$ cat src/rtl/uotg_defines.svh
// How it works
// - Pull-up bit set drives the VBUS pull-up enable high; clear turns it off.
// - Serial-control select bit picks I2C control of external modules, else pins.
// - Config register reads zero outside bits 4 and 3; only those are writable.
// - Any change on the synchronised ID input sets the ID-change flag.
// - Expiry of the free-running one millisecond timer sets the timer flag.
// - Line state stable for 1 ms and unlike last reported sets line-stable flag.
// - Any edge on D+ or D-, or VBUS activity high, sets the bus-activity flag.
// - Crossing of the A session-end threshold, either way, sets session-valid flag.
// - Crossing of the B session-end threshold sets the B-side VBUS flag.
// - Crossing of the A VBUS-valid threshold sets the A-side VBUS flag.
// - Rising and falling threshold crossings both count as events.
// - Flag register holds host-mode flags; bits 15-8 and 1 read zero.
// - Writing one clears a flag; writing zero leaves it alone.
`ifndef UOTG_DEFINES_SVH
`define UOTG_DEFINES_SVH
`define UOTG_ADDR_CFG2 4'h0
`define UOTG_ADDR_FLAGS 4'h4
`define UOTG_ADDR_MASK 4'h8
`define UOTG_ADDR_STAT 4'hC
`define UOTG_CFG2_MASK 16'h0018
`define UOTG_BIT_PUVB 4
`define UOTG_BIT_SEL 3
`define UOTG_BIT_ID 7
`define UOTG_BIT_TMR 6
`define UOTG_BIT_LST 5
`define UOTG_BIT_ACT 4
`define UOTG_BIT_SESV 3
`define UOTG_BIT_BSES 2
`define UOTG_BIT_AVB 0
`define UOTG_FLAG_MASK 16'h00FD
`define UOTG_RST_16 16'h0000
`define UOTG_MS_NS 1000000
`define UOTG_CLK_NS 100
`define UOTG_MS_CYC (`UOTG_MS_NS / `UOTG_CLK_NS)
`endif

$ cat src/rtl/uotg_pkg.sv
package uotg_pkg;
    typedef enum logic [1:0] {
        UOTG_W_IDLE = 2'b01,
        UOTG_W_RESP = 2'b10
    } uotg_wst_t;
endpackage

$ cat src/rtl/uotg_status_flags.sv
`timescale 1ns/10ps
`include "uotg_defines.svh"
module uotg_status_flags
    import uotg_pkg::*;
#(
    parameter int MS_CYCLES = `UOTG_MS_CYC
) (
    input wire logic aclk,
    input wire logic aresetn,
    input wire logic [3:0] s_axi_awaddr,
    input wire logic s_axi_awvalid,
    output logic s_axi_awready,
    input wire logic [31:0] s_axi_wdata,
    input wire logic [3:0] s_axi_wstrb,
    input wire logic s_axi_wvalid,
    output logic s_axi_wready,
    output logic [1:0] s_axi_bresp,
    output logic s_axi_bvalid,
    input wire logic s_axi_bready,
    input wire logic [3:0] s_axi_araddr,
    input wire logic s_axi_arvalid,
    output logic s_axi_arready,
    output logic [31:0] s_axi_rdata,
    output logic [1:0] s_axi_rresp,
    output logic s_axi_rvalid,
    input wire logic s_axi_rready,
    input wire logic id_pin,
    input wire logic dplus_pin,
    input wire logic dminus_pin,
    input wire logic se0_line,
    input wire logic j_line_state,
    input wire logic vbus_activity,
    input wire logic a_sess_end_cmp,
    input wire logic b_sess_end_cmp,
    input wire logic a_vbus_valid_cmp,
    output logic vbus_pullup_en,
    output logic ext_module_serial_ctrl_sel,
    output logic irq
);
    // Input synchronisers, one per pin, two stages each
    localparam int NIN = 9;
    // Bit positions inside the synchroniser vectors
    localparam int IX_ID = 0;
    localparam int IX_DP = 1;
    localparam int IX_DM = 2;
    localparam int IX_SE0 = 3;
    localparam int IX_J = 4;
    localparam int IX_VACT = 5;
    localparam int IX_ASE = 6;
    localparam int IX_BSE = 7;
    localparam int IX_AVB = 8;

    logic [NIN-1:0] pin_raw;
    logic [NIN-1:0] sync1_q;
    logic [NIN-1:0] sync2_q;
    logic [NIN-1:0] prev_q;
    assign pin_raw = {a_vbus_valid_cmp, b_sess_end_cmp, a_sess_end_cmp, vbus_activity,
                      j_line_state, se0_line, dminus_pin, dplus_pin, id_pin};
    genvar gi;
    generate
        for (gi = 0; gi < NIN; gi++) begin : g_sync
            always_ff @(posedge aclk) begin
                if (!aresetn) begin
                    sync1_q[gi] <= 1'b0;
                    sync2_q[gi] <= 1'b0;
                    prev_q[gi] <= 1'b0;
                end else begin
                    sync1_q[gi] <= pin_raw[gi];
                    sync2_q[gi] <= sync1_q[gi];
                    prev_q[gi] <= sync2_q[gi];
                end
            end
        end
    endgenerate
    // Edges only after the first sampled value settles, to avoid a bogus reset event
    logic primed_q;
    logic [1:0] primed_cnt_q;
    always_ff @(posedge aclk) begin
        if (!aresetn) begin
            primed_cnt_q <= 2'b00;
            primed_q <= 1'b0;
        end else if (!primed_q) begin
            primed_cnt_q <= primed_cnt_q + 2'b01;
            primed_q <= (primed_cnt_q == 2'b10);
        end
    end
    // One-cycle pulse on every change of a synchronised level
    wire [NIN-1:0] edge_w = (sync2_q ^ prev_q) & {NIN{primed_q}};

    // One millisecond timer
    // Free-running from reset, so the first tick after a clear may come early
    logic [31:0] ms_cnt_q;
    wire ms_tick = (ms_cnt_q == 32'(MS_CYCLES - 1));
    always_ff @(posedge aclk) begin
        if (!aresetn) begin
            ms_cnt_q <= 32'h00000000;
        end else if (ms_tick) begin
            ms_cnt_q <= 32'h00000000;
        end else begin
            ms_cnt_q <= ms_cnt_q + 32'h00000001;
        end
    end

    // Line-state stability: state = {se0, j}
    // Reported state starts at 00, so a first stable non-idle state is flagged
    wire [1:0] line_now = {sync2_q[IX_SE0], sync2_q[IX_J]};
    logic [1:0] line_cand_q;
    logic [1:0] line_rep_q;
    logic [31:0] line_cnt_q;
    wire line_chg = (line_now != line_cand_q);
    wire line_full = (line_cnt_q == 32'(MS_CYCLES - 1));
    wire line_evt = line_full && !line_chg && (line_cand_q != line_rep_q);
    always_ff @(posedge aclk) begin
        if (!aresetn) begin
            line_cand_q <= 2'b00;
            line_rep_q <= 2'b00;
            line_cnt_q <= 32'h00000000;
        end else begin
            if (line_chg) begin
                line_cand_q <= line_now;
                line_cnt_q <= 32'h00000000;
            end else if (!line_full) begin
                line_cnt_q <= line_cnt_q + 32'h00000001;
            end
            if (line_evt) begin
                line_rep_q <= line_cand_q;
            end
        end
    end

    // Hardware set events, one per flag
    wire id_evt = edge_w[IX_ID];
    wire dline_evt = edge_w[IX_DP] | edge_w[IX_DM];
    // Activity level re-sets the flag every cycle, so a clear cannot stick while high
    wire act_evt = dline_evt | sync2_q[IX_VACT];
    // Either crossing direction is an edge of the comparator level
    wire asess_evt = edge_w[IX_ASE];
    wire bsess_evt = edge_w[IX_BSE];
    wire avb_evt = edge_w[IX_AVB];

    logic [15:0] set_w;
    always_comb begin
        set_w = 16'h0000;
        set_w[`UOTG_BIT_ID] = id_evt;
        set_w[`UOTG_BIT_TMR] = ms_tick;
        set_w[`UOTG_BIT_LST] = line_evt;
        set_w[`UOTG_BIT_ACT] = act_evt;
        set_w[`UOTG_BIT_SESV] = asess_evt;
        set_w[`UOTG_BIT_BSES] = bsess_evt;
        set_w[`UOTG_BIT_AVB] = avb_evt;
    end

    // AXI4-Lite write path: address and data taken in either order
    uotg_wst_t wst_q;
    logic aw_have_q;
    logic w_have_q;
    logic [3:0] awaddr_q;
    logic [31:0] wdata_q;
    logic [3:0] wstrb_q;
    wire aw_take = s_axi_awvalid && s_axi_awready;
    wire w_take = s_axi_wvalid && s_axi_wready;
    wire aw_ok = aw_have_q || aw_take;
    wire w_ok = w_have_q || w_take;
    wire [3:0] wa = aw_have_q ? awaddr_q : s_axi_awaddr;
    wire [31:0] wd = w_have_q ? wdata_q : s_axi_wdata;
    wire [3:0] ws = w_have_q ? wstrb_q : s_axi_wstrb;
    wire do_wr = (wst_q == UOTG_W_IDLE) && aw_ok && w_ok;
    wire wr_lo = do_wr && ws[0];
    wire wr_hi = do_wr && ws[1];
    wire [15:0] wmask = {{8{wr_hi}}, {8{wr_lo}}};
    wire wr_cfg = (wa == `UOTG_ADDR_CFG2);
    wire wr_flg = (wa == `UOTG_ADDR_FLAGS);
    wire wr_msk = (wa == `UOTG_ADDR_MASK);
    // Status is clear-on-read only; a write to it is accepted and ignored
    wire wr_sts = (wa == `UOTG_ADDR_STAT);
    wire wr_map = wr_cfg || wr_flg || wr_msk || wr_sts;
    wire [1:0] bresp_d = wr_map ? 2'b00 : 2'b10;
    // One write outstanding: both readys stay low until the response is taken

    always_ff @(posedge aclk) begin
        if (!aresetn) begin
            wst_q <= UOTG_W_IDLE;
            aw_have_q <= 1'b0;
            w_have_q <= 1'b0;
            awaddr_q <= 4'h0;
            wdata_q <= 32'h00000000;
            wstrb_q <= 4'h0;
            s_axi_awready <= 1'b0;
            s_axi_wready <= 1'b0;
            s_axi_bvalid <= 1'b0;
            s_axi_bresp <= 2'b00;
        end else begin
            case (wst_q)
                UOTG_W_IDLE: begin
                    if (aw_take) begin
                        aw_have_q <= 1'b1;
                        awaddr_q <= s_axi_awaddr;
                    end
                    if (w_take) begin
                        w_have_q <= 1'b1;
                        wdata_q <= s_axi_wdata;
                        wstrb_q <= s_axi_wstrb;
                    end
                    s_axi_awready <= !aw_ok;
                    s_axi_wready <= !w_ok;
                    if (do_wr) begin
                        aw_have_q <= 1'b0;
                        w_have_q <= 1'b0;
                        s_axi_awready <= 1'b0;
                        s_axi_wready <= 1'b0;
                        s_axi_bvalid <= 1'b1;
                        s_axi_bresp <= bresp_d;
                        wst_q <= UOTG_W_RESP;
                    end
                end
                UOTG_W_RESP: begin
                    if (s_axi_bready) begin
                        s_axi_bvalid <= 1'b0;
                        s_axi_awready <= 1'b1;
                        s_axi_wready <= 1'b1;
                        wst_q <= UOTG_W_IDLE;
                    end
                end
                default: begin
                    wst_q <= UOTG_W_IDLE;
                end
            endcase
        end
    end

    // Registers
    logic [15:0] cfg_q;
    logic [15:0] flags_q;
    logic [15:0] mask_q;
    logic [15:0] stat_q;
    logic rd_stat;
    wire [15:0] cfg_d = wr_cfg ? ((cfg_q & ~wmask) | (wd[15:0] & wmask & `UOTG_CFG2_MASK))
                               : cfg_q;
    wire [15:0] clr_w = (wr_flg ? (wd[15:0] & wmask) : 16'h0000);
    // Set applied after clear so a simultaneous event survives
    wire [15:0] flags_d = ((flags_q & ~clr_w) | set_w) & `UOTG_FLAG_MASK;
    wire [15:0] mask_d = wr_msk ? ((mask_q & ~wmask) | (wd[15:0] & wmask)) : mask_q;
    wire [15:0] stat_d = ((rd_stat ? 16'h0000 : stat_q) | set_w) & `UOTG_FLAG_MASK;
    wire pullup_d = cfg_d[`UOTG_BIT_PUVB];
    wire sel_d = cfg_d[`UOTG_BIT_SEL];
    // Built from next values so irq moves on the same edge as the status it reflects
    wire irq_d = |(stat_d & mask_d);
    always_ff @(posedge aclk) begin
        if (!aresetn) begin
            cfg_q <= `UOTG_RST_16;
            flags_q <= `UOTG_RST_16;
            mask_q <= `UOTG_RST_16;
            stat_q <= `UOTG_RST_16;
            vbus_pullup_en <= 1'b0;
            ext_module_serial_ctrl_sel <= 1'b0;
            irq <= 1'b0;
        end else begin
            cfg_q <= cfg_d;
            flags_q <= flags_d;
            mask_q <= mask_d & `UOTG_FLAG_MASK;
            stat_q <= stat_d;
            vbus_pullup_en <= pullup_d;
            ext_module_serial_ctrl_sel <= sel_d;
            irq <= irq_d;
        end
    end

    // AXI4-Lite read path
    wire ar_take = s_axi_arvalid && s_axi_arready;
    wire [3:0] ra = s_axi_araddr;
    wire rd_cfg = (ra == `UOTG_ADDR_CFG2);
    wire rd_flg = (ra == `UOTG_ADDR_FLAGS);
    wire rd_msk = (ra == `UOTG_ADDR_MASK);
    wire rd_sts = (ra == `UOTG_ADDR_STAT);
    wire ra_map = rd_cfg || rd_flg || rd_msk || rd_sts;
    wire [15:0] rsel = rd_cfg ? cfg_q :
                       rd_flg ? flags_q :
                       rd_msk ? mask_q :
                       rd_sts ? stat_q : 16'h0000;
    wire [1:0] rresp_d = ra_map ? 2'b00 : 2'b10;
    // Reading the status word clears it; an event in the same cycle still lands
    assign rd_stat = ar_take && rd_sts;
    // arready stays low while an answer stands, so one read at most is under way
    always_ff @(posedge aclk) begin
        if (!aresetn) begin
            s_axi_arready <= 1'b0;
            s_axi_rvalid <= 1'b0;
            s_axi_rdata <= 32'h00000000;
            s_axi_rresp <= 2'b00;
        end else if (s_axi_rvalid) begin
            if (s_axi_rready) begin
                s_axi_rvalid <= 1'b0;
                s_axi_arready <= 1'b1;
            end
        end else if (ar_take) begin
            s_axi_arready <= 1'b0;
            s_axi_rvalid <= 1'b1;
            s_axi_rdata <= {16'h0000, rsel};
            s_axi_rresp <= rresp_d;
        end else begin
            s_axi_arready <= 1'b1;
        end
    end
endmodule // uotg_status_flags

$ cat config.mk
export PLATFORM = sky130hd
export DESIGN_NAME = uotg_status_flags
export DESIGN_NICKNAME = d
export VERILOG_FILES = /design/src/rtl/uotg_pkg.sv /design/src/rtl/uotg_status_flags.sv
export VERILOG_INCLUDE_DIRS = /design/src /design/src/rtl
export SDC_FILE = /design/constraint.sdc
export NUM_CORES = 1
export LEC_CHECK = 0
export ABC_AREA = 0
export BUFFER_PORTS_ARGS = -buffer_cell sky130_fd_sc_hd__buf_2
export CAP_MARGIN = 20
export CORE_UTILIZATION = 57
export CTS_BUF_LIST = sky130_fd_sc_hd__clkbuf_2
export CTS_CLUSTER_DIAMETER = 150
export DETAILED_ROUTE_END_ITERATION = 10
export PLACE_DENSITY = 0.88
export SETUP_SLACK_MARGIN = 0.05
export SLEW_MARGIN = 0
export SYNTH_ARGS = -nofsm -noshare
export SYNTH_HDL_FRONTEND = slang
export SYNTH_SLANG_ARGS = --single-unit
$ cat constraint.sdc
create_clock -name aclk -period 3.9 [get_ports aclk]
set_input_delay 0.585 -clock aclk [delete_from_list [all_inputs] [get_ports aclk]]
set_output_delay 0.585 -clock aclk [all_outputs]
set_load 0.02 [all_outputs]
# Word-level counts from Yosys, hierarchy flattened
# Cells that the tools add are included.
dict set report word_totals {
  ff_bits 198
  wordCells 165
}
dict set report op_classes {
  addsub 3
  eq_ne 16
  muxes 35
  bitwise_logic 17
  n_reduce_logical 38
}
# op count
set op_table {}
lappend op_table {{two-way mux 16 bit} 5}
lappend op_table {{adder 32 x 1 -> 32 bit, second input constant} 2}
lappend op_table {{== test 32 x 14 -> 1 bit, second input constant} 2}
lappend op_table {{AND 16 bit} 3}
lappend op_table {{two-way mux 8 bit} 3}
lappend op_table {{AND 8 x 16 -> 16 bit} 1}
lappend op_table {{== test 4 bit, second input constant} 4}
lappend op_table {{two-way mux 1 bit} 16}
lappend op_table {{inverter 16 bit} 1}
lappend op_table {{OR 16 bit} 1}
lappend op_table {{OR 16 x 5 -> 16 bit} 1}
lappend op_table {{OR 8 bit} 2}
lappend op_table {{AND reduction 2 bit} 8}
lappend op_table {{OR reduction 16 bit} 1}
lappend op_table {{logical AND 1 bit} 10}
lappend op_table {{two-way mux 2 bit} 5}
lappend op_table {{AND 9 bit} 1}
lappend op_table {{XOR 9 bit} 1}
lappend op_table {{AND 8 bit} 1}
lappend op_table {{== test 4 x 3 -> 1 bit, second input constant} 2}
lappend op_table {{zero test 4 bit} 2}
lappend op_table {{logical OR 1 bit} 8}
lappend op_table {{inverter 8 bit} 1}
lappend op_table {{case mux 1 bit (2 select lines)} 3}
lappend op_table {{other kinds (15)} 25}

# Longest topological paths before layout
# Gate-level depths: netlist (run 1).
dict set report logic_depth {
  depth_word 11
  mapped_depth 9
  mapped_depth_nobuf 7
}

# Worst setup path after synthesis (run 1)
# Ideal clock, no wire load.
dict set report synth_timing {
  path_type {input to register}
  startpoint {in s_axi_awaddr[0]}
  endpoint {reg irq}
  setup_time_ns 0.125
  t_arrival_ns 2.099
  path_slack_ns 1.676
  stages 6
  path_cell_list {nor3_1 -> a21oi_1 -> nor4b_4 -> mux2i_1 -> o22ai_1 -> o41a_1}
}
dict set report synth_via {
  elab_chain_len 5
}
# item line_no
set synth_rtl {}
lappend synth_rtl {{start, declared} uotg_status_flags.sv:10} ;# input wire logic [3:0] s_axi_awaddr,
lappend synth_rtl {{two-way mux 4 bit} uotg_status_flags.sv:164} ;# wire [3:0] wa = aw_have_q ? awaddr_q : s_axi_awaddr;
lappend synth_rtl {{== test 4 bit (no source line)} --}
lappend synth_rtl {{two-way mux 16 bit} uotg_status_flags.sv:242} ;# wire [15:0] mask_d = wr_msk ? ((mask_q & ~wmask) | (wd[15:0] & wmask)) : mask_q;
lappend synth_rtl {{AND 8 x 16 -> 16 bit} uotg_status_flags.sv:247} ;# wire irq_d = |(stat_d & mask_d);
lappend synth_rtl {{OR reduction 16 bit} uotg_status_flags.sv:247}
lappend synth_rtl {{end signal, assigned} uotg_status_flags.sv:264} ;# irq <= irq_d;
lappend synth_rtl {{end, declared} uotg_status_flags.sv:38} ;# output logic irq
# Every way passes these cells.
# A chain may end at the register's enable or synchronous reset.

# Final worst setup path (run 1)
dict set report layout_timing {
  startpoint {reg w_have_q}
  endpoint {reg irq}
}
dict set report layout_via {
  elab_chain_len 9
}
# item line_no
set layout_rtl {}
lappend layout_rtl {{start, declared} uotg_status_flags.sv:156} ;# logic w_have_q;
lappend layout_rtl {{start signal, assigned} uotg_status_flags.sv:184} ;# w_have_q <= 1'b0;
lappend layout_rtl {{start signal, assigned} uotg_status_flags.sv:200} ;# w_have_q <= 1'b1;
lappend layout_rtl {{start signal, assigned} uotg_status_flags.sv:208} ;# w_have_q <= 1'b0;
lappend layout_rtl {{logical OR 1 bit} uotg_status_flags.sv:163} ;# wire w_ok = w_have_q || w_take;
lappend layout_rtl {{logical AND 1 bit} uotg_status_flags.sv:167} ;# wire do_wr = (wst_q == UOTG_W_IDLE) && aw_ok && w_ok;
lappend layout_rtl {{logical AND 1 bit, on equally long branches} {uotg_status_flags.sv:168, uotg_status_flags.sv:169}}
lappend layout_rtl {{inverter 16 bit} uotg_status_flags.sv:242}
lappend layout_rtl {{AND 16 bit} uotg_status_flags.sv:242}
lappend layout_rtl {{OR 16 bit (*)} uotg_status_flags.sv:242}
lappend layout_rtl {{two-way mux 16 bit (*)} uotg_status_flags.sv:242}
lappend layout_rtl {{AND 8 x 16 -> 16 bit (*)} uotg_status_flags.sv:247}
lappend layout_rtl {{OR reduction 16 bit (*)} uotg_status_flags.sv:247}
# Mark *: on every way between the ends. The rest lies on a longest branch, timed or not.

==> results of run 1 <==
==> where the power goes <==
| group | internal, uW | leakage, uW | total [uW] | switching, uW |
|---|---|---|---|---|
| clock | 295 | 0.000135 | 889 | 594 |
| sequential | 1830 | 0.00140 | 1880 | 49.1 |
| combinational | 117 | 0.00151 | 280 | 163 |
| total | 2240 | 0.00305 | 3050 | 806 |
==> synthesized netlist by cell type (all sizes together) (3+ instances only) <==
cell type and instances:
nor4 10, inv 15, nand3 28, buf 23
nor3b 6, ha 3, xnor2 23, a22o 9
or3 14, nor2 75, o21ai 32, xor2 38
nor3 11, nor4b 5, nor2b 21, a21oi 31
dfxtp 173, o21a 5, and2 50, a21boi 28
nand2 69, nand4 16, and4 8, clkbuf 28
nand2b 12, and3 11, mux2i 21, mux2 4
==> flip-flops by register name (all words and copies together) (netlist names), 2 cells and up, named ones only <==
register	cells
primed_cnt_q	2
sync1_q	9
s_axi_rdata	16
line_rep_q	2
prev_q	6
mask_q	7
cfg_q	14
line_now	2
wstrb_q	2
wdata_q	7
flags_q	7
line_cnt_q	32
awaddr_q	4
ms_cnt_q	32
sync2_q	7
line_cand_q	2
wst_q	2
stat_q	7
==> worst max-delay path by stage <==
stage,startpoint,cells after the start,to
2_1_floorplan,s_axi_awaddr[0],6,irq$_SDFF_PN0_
3_3_place_gp,s_axi_araddr[1],6,irq$_SDFF_PN0_
3_5_place_dp,s_axi_araddr[1],6,irq$_SDFF_PN0_
4_1_cts,w_have_q$_SDFFE_PN0P_,6,irq$_SDFF_PN0_
5_1_grt,wst_q[0]$_SDFFE_PN1P_,6,irq$_SDFF_PN0_
6_report,w_have_q$_SDFFE_PN0P_,6,irq$_SDFF_PN0_
==> stage by stage <==
stage / hold slack [ns] / setup WS, ns / utilization [%] / power (uW)
after floorplan: 0.412 / 1.68 / - / 2130
after global placement: 0.414 / 1.14 / 61.9 / 2180
after detailed placement: 0.420 / 1.17 / 61.9 / 2190
after CTS: 0.00103 / 1.25 / 63.7 / 3060
after global routing: 0.000341 / 1.06 / 64.3 / 3170
final: 0.0378 / 1.20 / 64.3 / 3050
==> cell usage in the layout, fill, tap and decap left out, drive strengths merged, types with 8 or more instances in the layout <==
cell type / Yosys / final
xor2: 38 / 38
and2: 50 / 50
xnor2: 23 / 23
nor2b: 21 / 21
buf: 23 / 63
conb: 1 / 18
mux2i: 21 / 21
nand3: 28 / 28
and4: 8 / 8
inv: 15 / 15
nand2: 69 / 69
a22o: 9 / 9
nor3: 11 / 11
nand4: 16 / 16
and3: 11 / 11
nor4: 10 / 10
a21oi: 31 / 31
nor2: 75 / 75
or3: 14 / 14
nand2b: 12 / 12
a21boi: 28 / 28
clkbuf: 28 / 20
dfxtp: 173 / 173
o21ai: 32 / 32
==> kinds of logic after synthesis <==
logic type	Yosys count	synth area share (%)
simple gates	343	25.4
flops	173	48.1
compound gates	117	10.4
buf+inv	66	4.64
xor+xnor	61	7.42
mux	25	3.55
fa+ha+maj	3	0.521
other cells	1	0.0521
==> routing by layer <==
| metal | vias to the layer above | wire [um] | global-route usage, % |
|---|---|---|---|
| li1 | 2766 | - | - |
| met1 | 2485 | 6350 | 27.9 |
| met2 | 131 | 6110 | 32.4 |
| met3 | 15 | 627 | 5.66 |
| met4 | 0 | 201 | 7.19 |
| met5 | - | 0 | 0 |
==> final cells by class <==
| class | instances | area [um^2] | area share [%] |
|---|---|---|---|
| multi-input combinational | 567 | 3470 | 44.4 |
| sequential | 173 | 3460 | 44.3 |
| timing repair buffer | 70 | 398 | 5.09 |
| tap | 168 | 210 | 2.69 |
| clock inverter | 12 | 123 | 1.57 |
| clock buffer | 20 | 100 | 1.28 |
| inverter | 15 | 56.3 | 0.720 |
==> what timing repair did <==
action / CTS / global route
hold endpoints to repair: 0 / 7
hold buffers: 0 / 7
setup buffers: 0 / 0
==> metrics, run 1 <==
Slew HR 30.1%; Remaining DRCs 0; largest stage delay on the critical path 0.74 ns; gr usage total 20.8%; Pins Over Slew Limit 0; Worst-path clk slew 0.22 ns; vias in the first global route 4781; WP buf/inv 0; hold wc startpoint se0_line; area post-placement 7530 um^2; RSZ-0062 raised after global routing false; post-synth top area share 48.1%; effective utilization at floorplan 59.2%; Hold Crit Endpoint sync1_q[3]$_SDFF_PN0_; Syn Inst Count 789; Synth Register Bits 173; design area 7820 um^2; CTS HTree Levels 4; n_diodes 0; Syn-to-layout area delta 8.65%; path category of the worst min-delay check in2reg; first-pass GRT wire length 21800 um; CTS tree yes; Post-synth ARST share 0%; Max clock buf depth 2; placed cell count 986; register area share after synthesis 48.1%; Final Hold Vio Count 0; CP startpoint kind register; wire length per cell 13.0 um; period utilization 69.2%; io pins 104; initial antenna violation count 0; Crit Reg-Reg Endpoint irq$_SDFF_PN0_; Final Setup Violations 0; # rows 40; crit path max fanout 11; Die W 114 um; R2R setup slack 1.20 ns; Tmin final 2.70 ns; Worst-Margin Slew 1.04 ns; Critical Path RT 4.54 ns; CTS Buf Count 17; ys flop type dfxtp_1; ratio of cells with drive above 1 in the final layout 12.3%; Critical Path AT 3.34 ns; synth warn 0; placed wire-length estimate 8900 um; Lkg Pwr 0.00305 uW; routed vias 5397; WHS Path Cells 2; clock sink count 173; gpl congestion 0.790; Worst R2R Start w_have_q$_SDFFE_PN0P_; vias per cell 5.27; drt first pass iters 5; pwr/cell area 390 nW/um^2; crit path capture type register; top cells by area, synth dfxtp_1, xor2_1, and2_1; Synth Cell Area 7200 um^2; VDD IR max 0.292 mV; Layout Cells excl Fill 1025; post-CTS sizing 0; post-synth cell types 51; Die Y 114 um; Buffers on Ports 58; Clk Latency, worst-skew pair 0.73 ns; fmax 371 MHz; Synth area leader dfxtp_1; Post-synth EDFFs 0; kind of cell adding the most delay to the critical path flip-flops; Slowest cell on crit path dfxtp_1; ANT nets after route 0; Setup Skew 0.0242 ns; Congestion Overflow GR 0; fillers 999; WS Path Type reg2reg; largest net degree at the start of global routing 56; Total Wirelength 13300 um; Max-Cap Viols 0; die area 13100 um^2; Setup Total Neg Slack 0 ns; Mean Syn Cell Area 9.12 um^2; drt first-iter violations 344; crit-path cells mux2i_1 -> nor2_1 -> nor4b_4 -> mux2i_1 -> o22ai_1 -> o41a_1; cells on worst reg2reg path 6; NumNets Final 907; status finished, final reports clean; Core ar. 12200 um^2; cell mode on critical path mux2i_1; CTS Root Cell clkbuf_2
No activity file was read; power rests on OpenSTA's default activity.
==> run 2: changes to the inputs <==
Settings changed: CORE_UTILIZATION 57 to 53, PLACE_DENSITY 0.88 to 0.86.
Clock period 3.9 ns to 2.15 ns, I/O delays scaled along.
==> metrics, run 2 (synthesized netlist as in run 1, its figures left out) <==
Buffers on Ports 58; gpl congestion 0.835; clock sink count 173; die area 14100 um^2; crit path max fanout 7; total power 5820 uW; ratio of cells with drive above 1 in the final layout 15.6%; worst hold slack 0.0552 ns; register area 3470 um^2; most common cell after layout, fill and taps aside dfxtp_1; placed wire-length estimate 9520 um; CTS Buf Count 17; crit path capture type register; WS Path Type reg2reg; drt first-iter violations 389; # rows 42; Max-Cap Viols 0; path category of the worst min-delay check in2reg; Pins Over Slew Limit 0; CTS tree yes; VDD IR max 0.638 mV; CTS HTree Levels 4; Crit Reg-Reg Endpoint irq$_SDFF_PN0_; io pins 104; Total Wirelength 14500 um; n_diodes 0; Final Hold Vio Count 0; Die Y 119 um; first-pass GRT wire length 24300 um; Die W 119 um; Clk Latency, worst-skew pair 0.75 ns; initial antenna violation count 0; Syn-to-layout area delta 15.6%; fin worst setup slack 0.0965 ns; NumNets Final 954; Final Setup Violations 0; placement-stage worst setup slack 0.00536 ns; effective utilization at floorplan 54.4%; Largest regs line_cnt_q (32), ms_cnt_q (32), s_axi_rdata (16); Worst-path clk slew 0.28 ns; Setup Skew 0.0477 ns; R2R setup slack 0.1 ns; Max clock buf depth 2; most frequent cells in the layout dfxtp_1, nor2_1, nand2_1; wire length per cell 13.4 um; Core ar. 13200 um^2; multi-input logic area 3500 um^2; Congestion Overflow GR 0; vias in the first global route 5322; CTS Root Cell clkbuf_2; fmax 487 MHz; drt first pass iters 5; RSZ-0062 raised after global routing true; crit path from aw_have_q$_SDFFE_PN0P_; status finished, final reports clean; largest net degree at the start of global routing 35; pwr/cell area 700 nW/um^2; gr usage total 21.5%; Critical Path RT 2.81 ns; Slew HR 63.2%; ANT nets after route 0; worst setup path endpoint irq$_SDFF_PN0_; cells on worst reg2reg path 7; Lkg Pwr 0.00332 uW; routed vias 5659; Remaining DRCs 0; Tmin final 2.05 ns; CP startpoint kind register; Worst-Margin Slew 0.552 ns; Critical Path AT 2.71 ns; fillers 1051; vias per cell 5.24; period utilization 95.5%; Worst R2R Start aw_have_q$_SDFFE_PN0P_
-- run 2: cell types whose count changed in the layout (fill, tap and decap cells not counted), sizes merged --
| cell | before | now |
|---|---|---|
| buf | 63 | 90 |
| clkbuf | 20 | 18 |
| clkinv | 7 | 2 |
| clkinvlp | 3 | 0 |
| dlygate4sd3 | 7 | 27 |
| inv | 15 | 25 |
-- run 2: timing repair --
| item | 4_1_cts | 5_1_grt |
|---|---|---|
| hold buffers | 27 | 0 |
| pin swaps | 0 | 1 |
| resized for setup | 1 | 9 |
| setup endpoints to repair | 1 | 40 |
| hold endpoints to repair | 32 | 0 |
| buffers inserted | 0 | 0 |
-- run 2: worst min path at each step --
stage | from | to | slack, ns | cells after the start
final | s_axi_araddr[1] | s_axi_rdata[1]$_SDFFE_PN0P_ | 0.06 | 5
after global routing | s_axi_wvalid | s_axi_wready$_SDFFE_PN0P_ | 0.007 | 4
after CTS | s_axi_wvalid | s_axi_wready$_SDFFE_PN0P_ | 0.01 | 4
after detailed placement | sync1_q[2]$_SDFF_PN0_ | sync2_q[2]$_SDFF_PN0_ | 0.42 | 1
after global placement | sync1_q[0]$_SDFF_PN0_ | sync2_q[0]$_SDFF_PN0_ | 0.41 | 1
after floorplan | sync1_q[4]$_SDFF_PN0_ | line_now[0]$_SDFF_PN0_ | 0.41 | 1
-- run 2: per-layer routing --
layer | track usage, % | up-vias | share of wire [%]
met4 | 7.20 | 0 | 1.8
met3 | 5.16 | 22 | 4.2
met5 | 0 | - | 0
li1 | - | 2854 | -
met1 | 27.5 | 2650 | 47
met2 | 35.3 | 133 | 47
-- run 2: area by class of cell --
class                   instances  share of cell area, %
inverters                      15                  0.677
well taps                     176                   2.65
clock inverters                14                   2.04
clock buffers                  18                   1.08
repair buffers                117                   9.82
flip-flops and latches        173                   41.7
multi-input cells             567                   42.1
-- run 2: report_power, final --
| part | internal (uW) | switching [uW] |
|---|---|---|
| combinational | 265 | 328 |
| sequential | 3330 | 84.4 |
| clock | 596 | 1220 |
-- run 2: worst max-delay path: stages (launching register included) --
cell	delay [ns]
dfxtp_2	0.40
nor3b_1	0.20
a31oi_1	0.10
nor4b_4	0.34
buf_6	0.19
mux2i_1	0.24
o22ai_1	0.12
o41a_1	0.40
-- run 2: per-stage QoR --
step	instance area, um^2	setup TNS (ns)	std cells	util, %
CTS	8290	0	1080	62.6
global placement	7750	-0.00319	1021	58.6
finish	8320	0	1080	62.8
global route	8320	0	1080	62.8
detailed placement	7750	0	1021	58.6
floorplan	7260	0	806	-
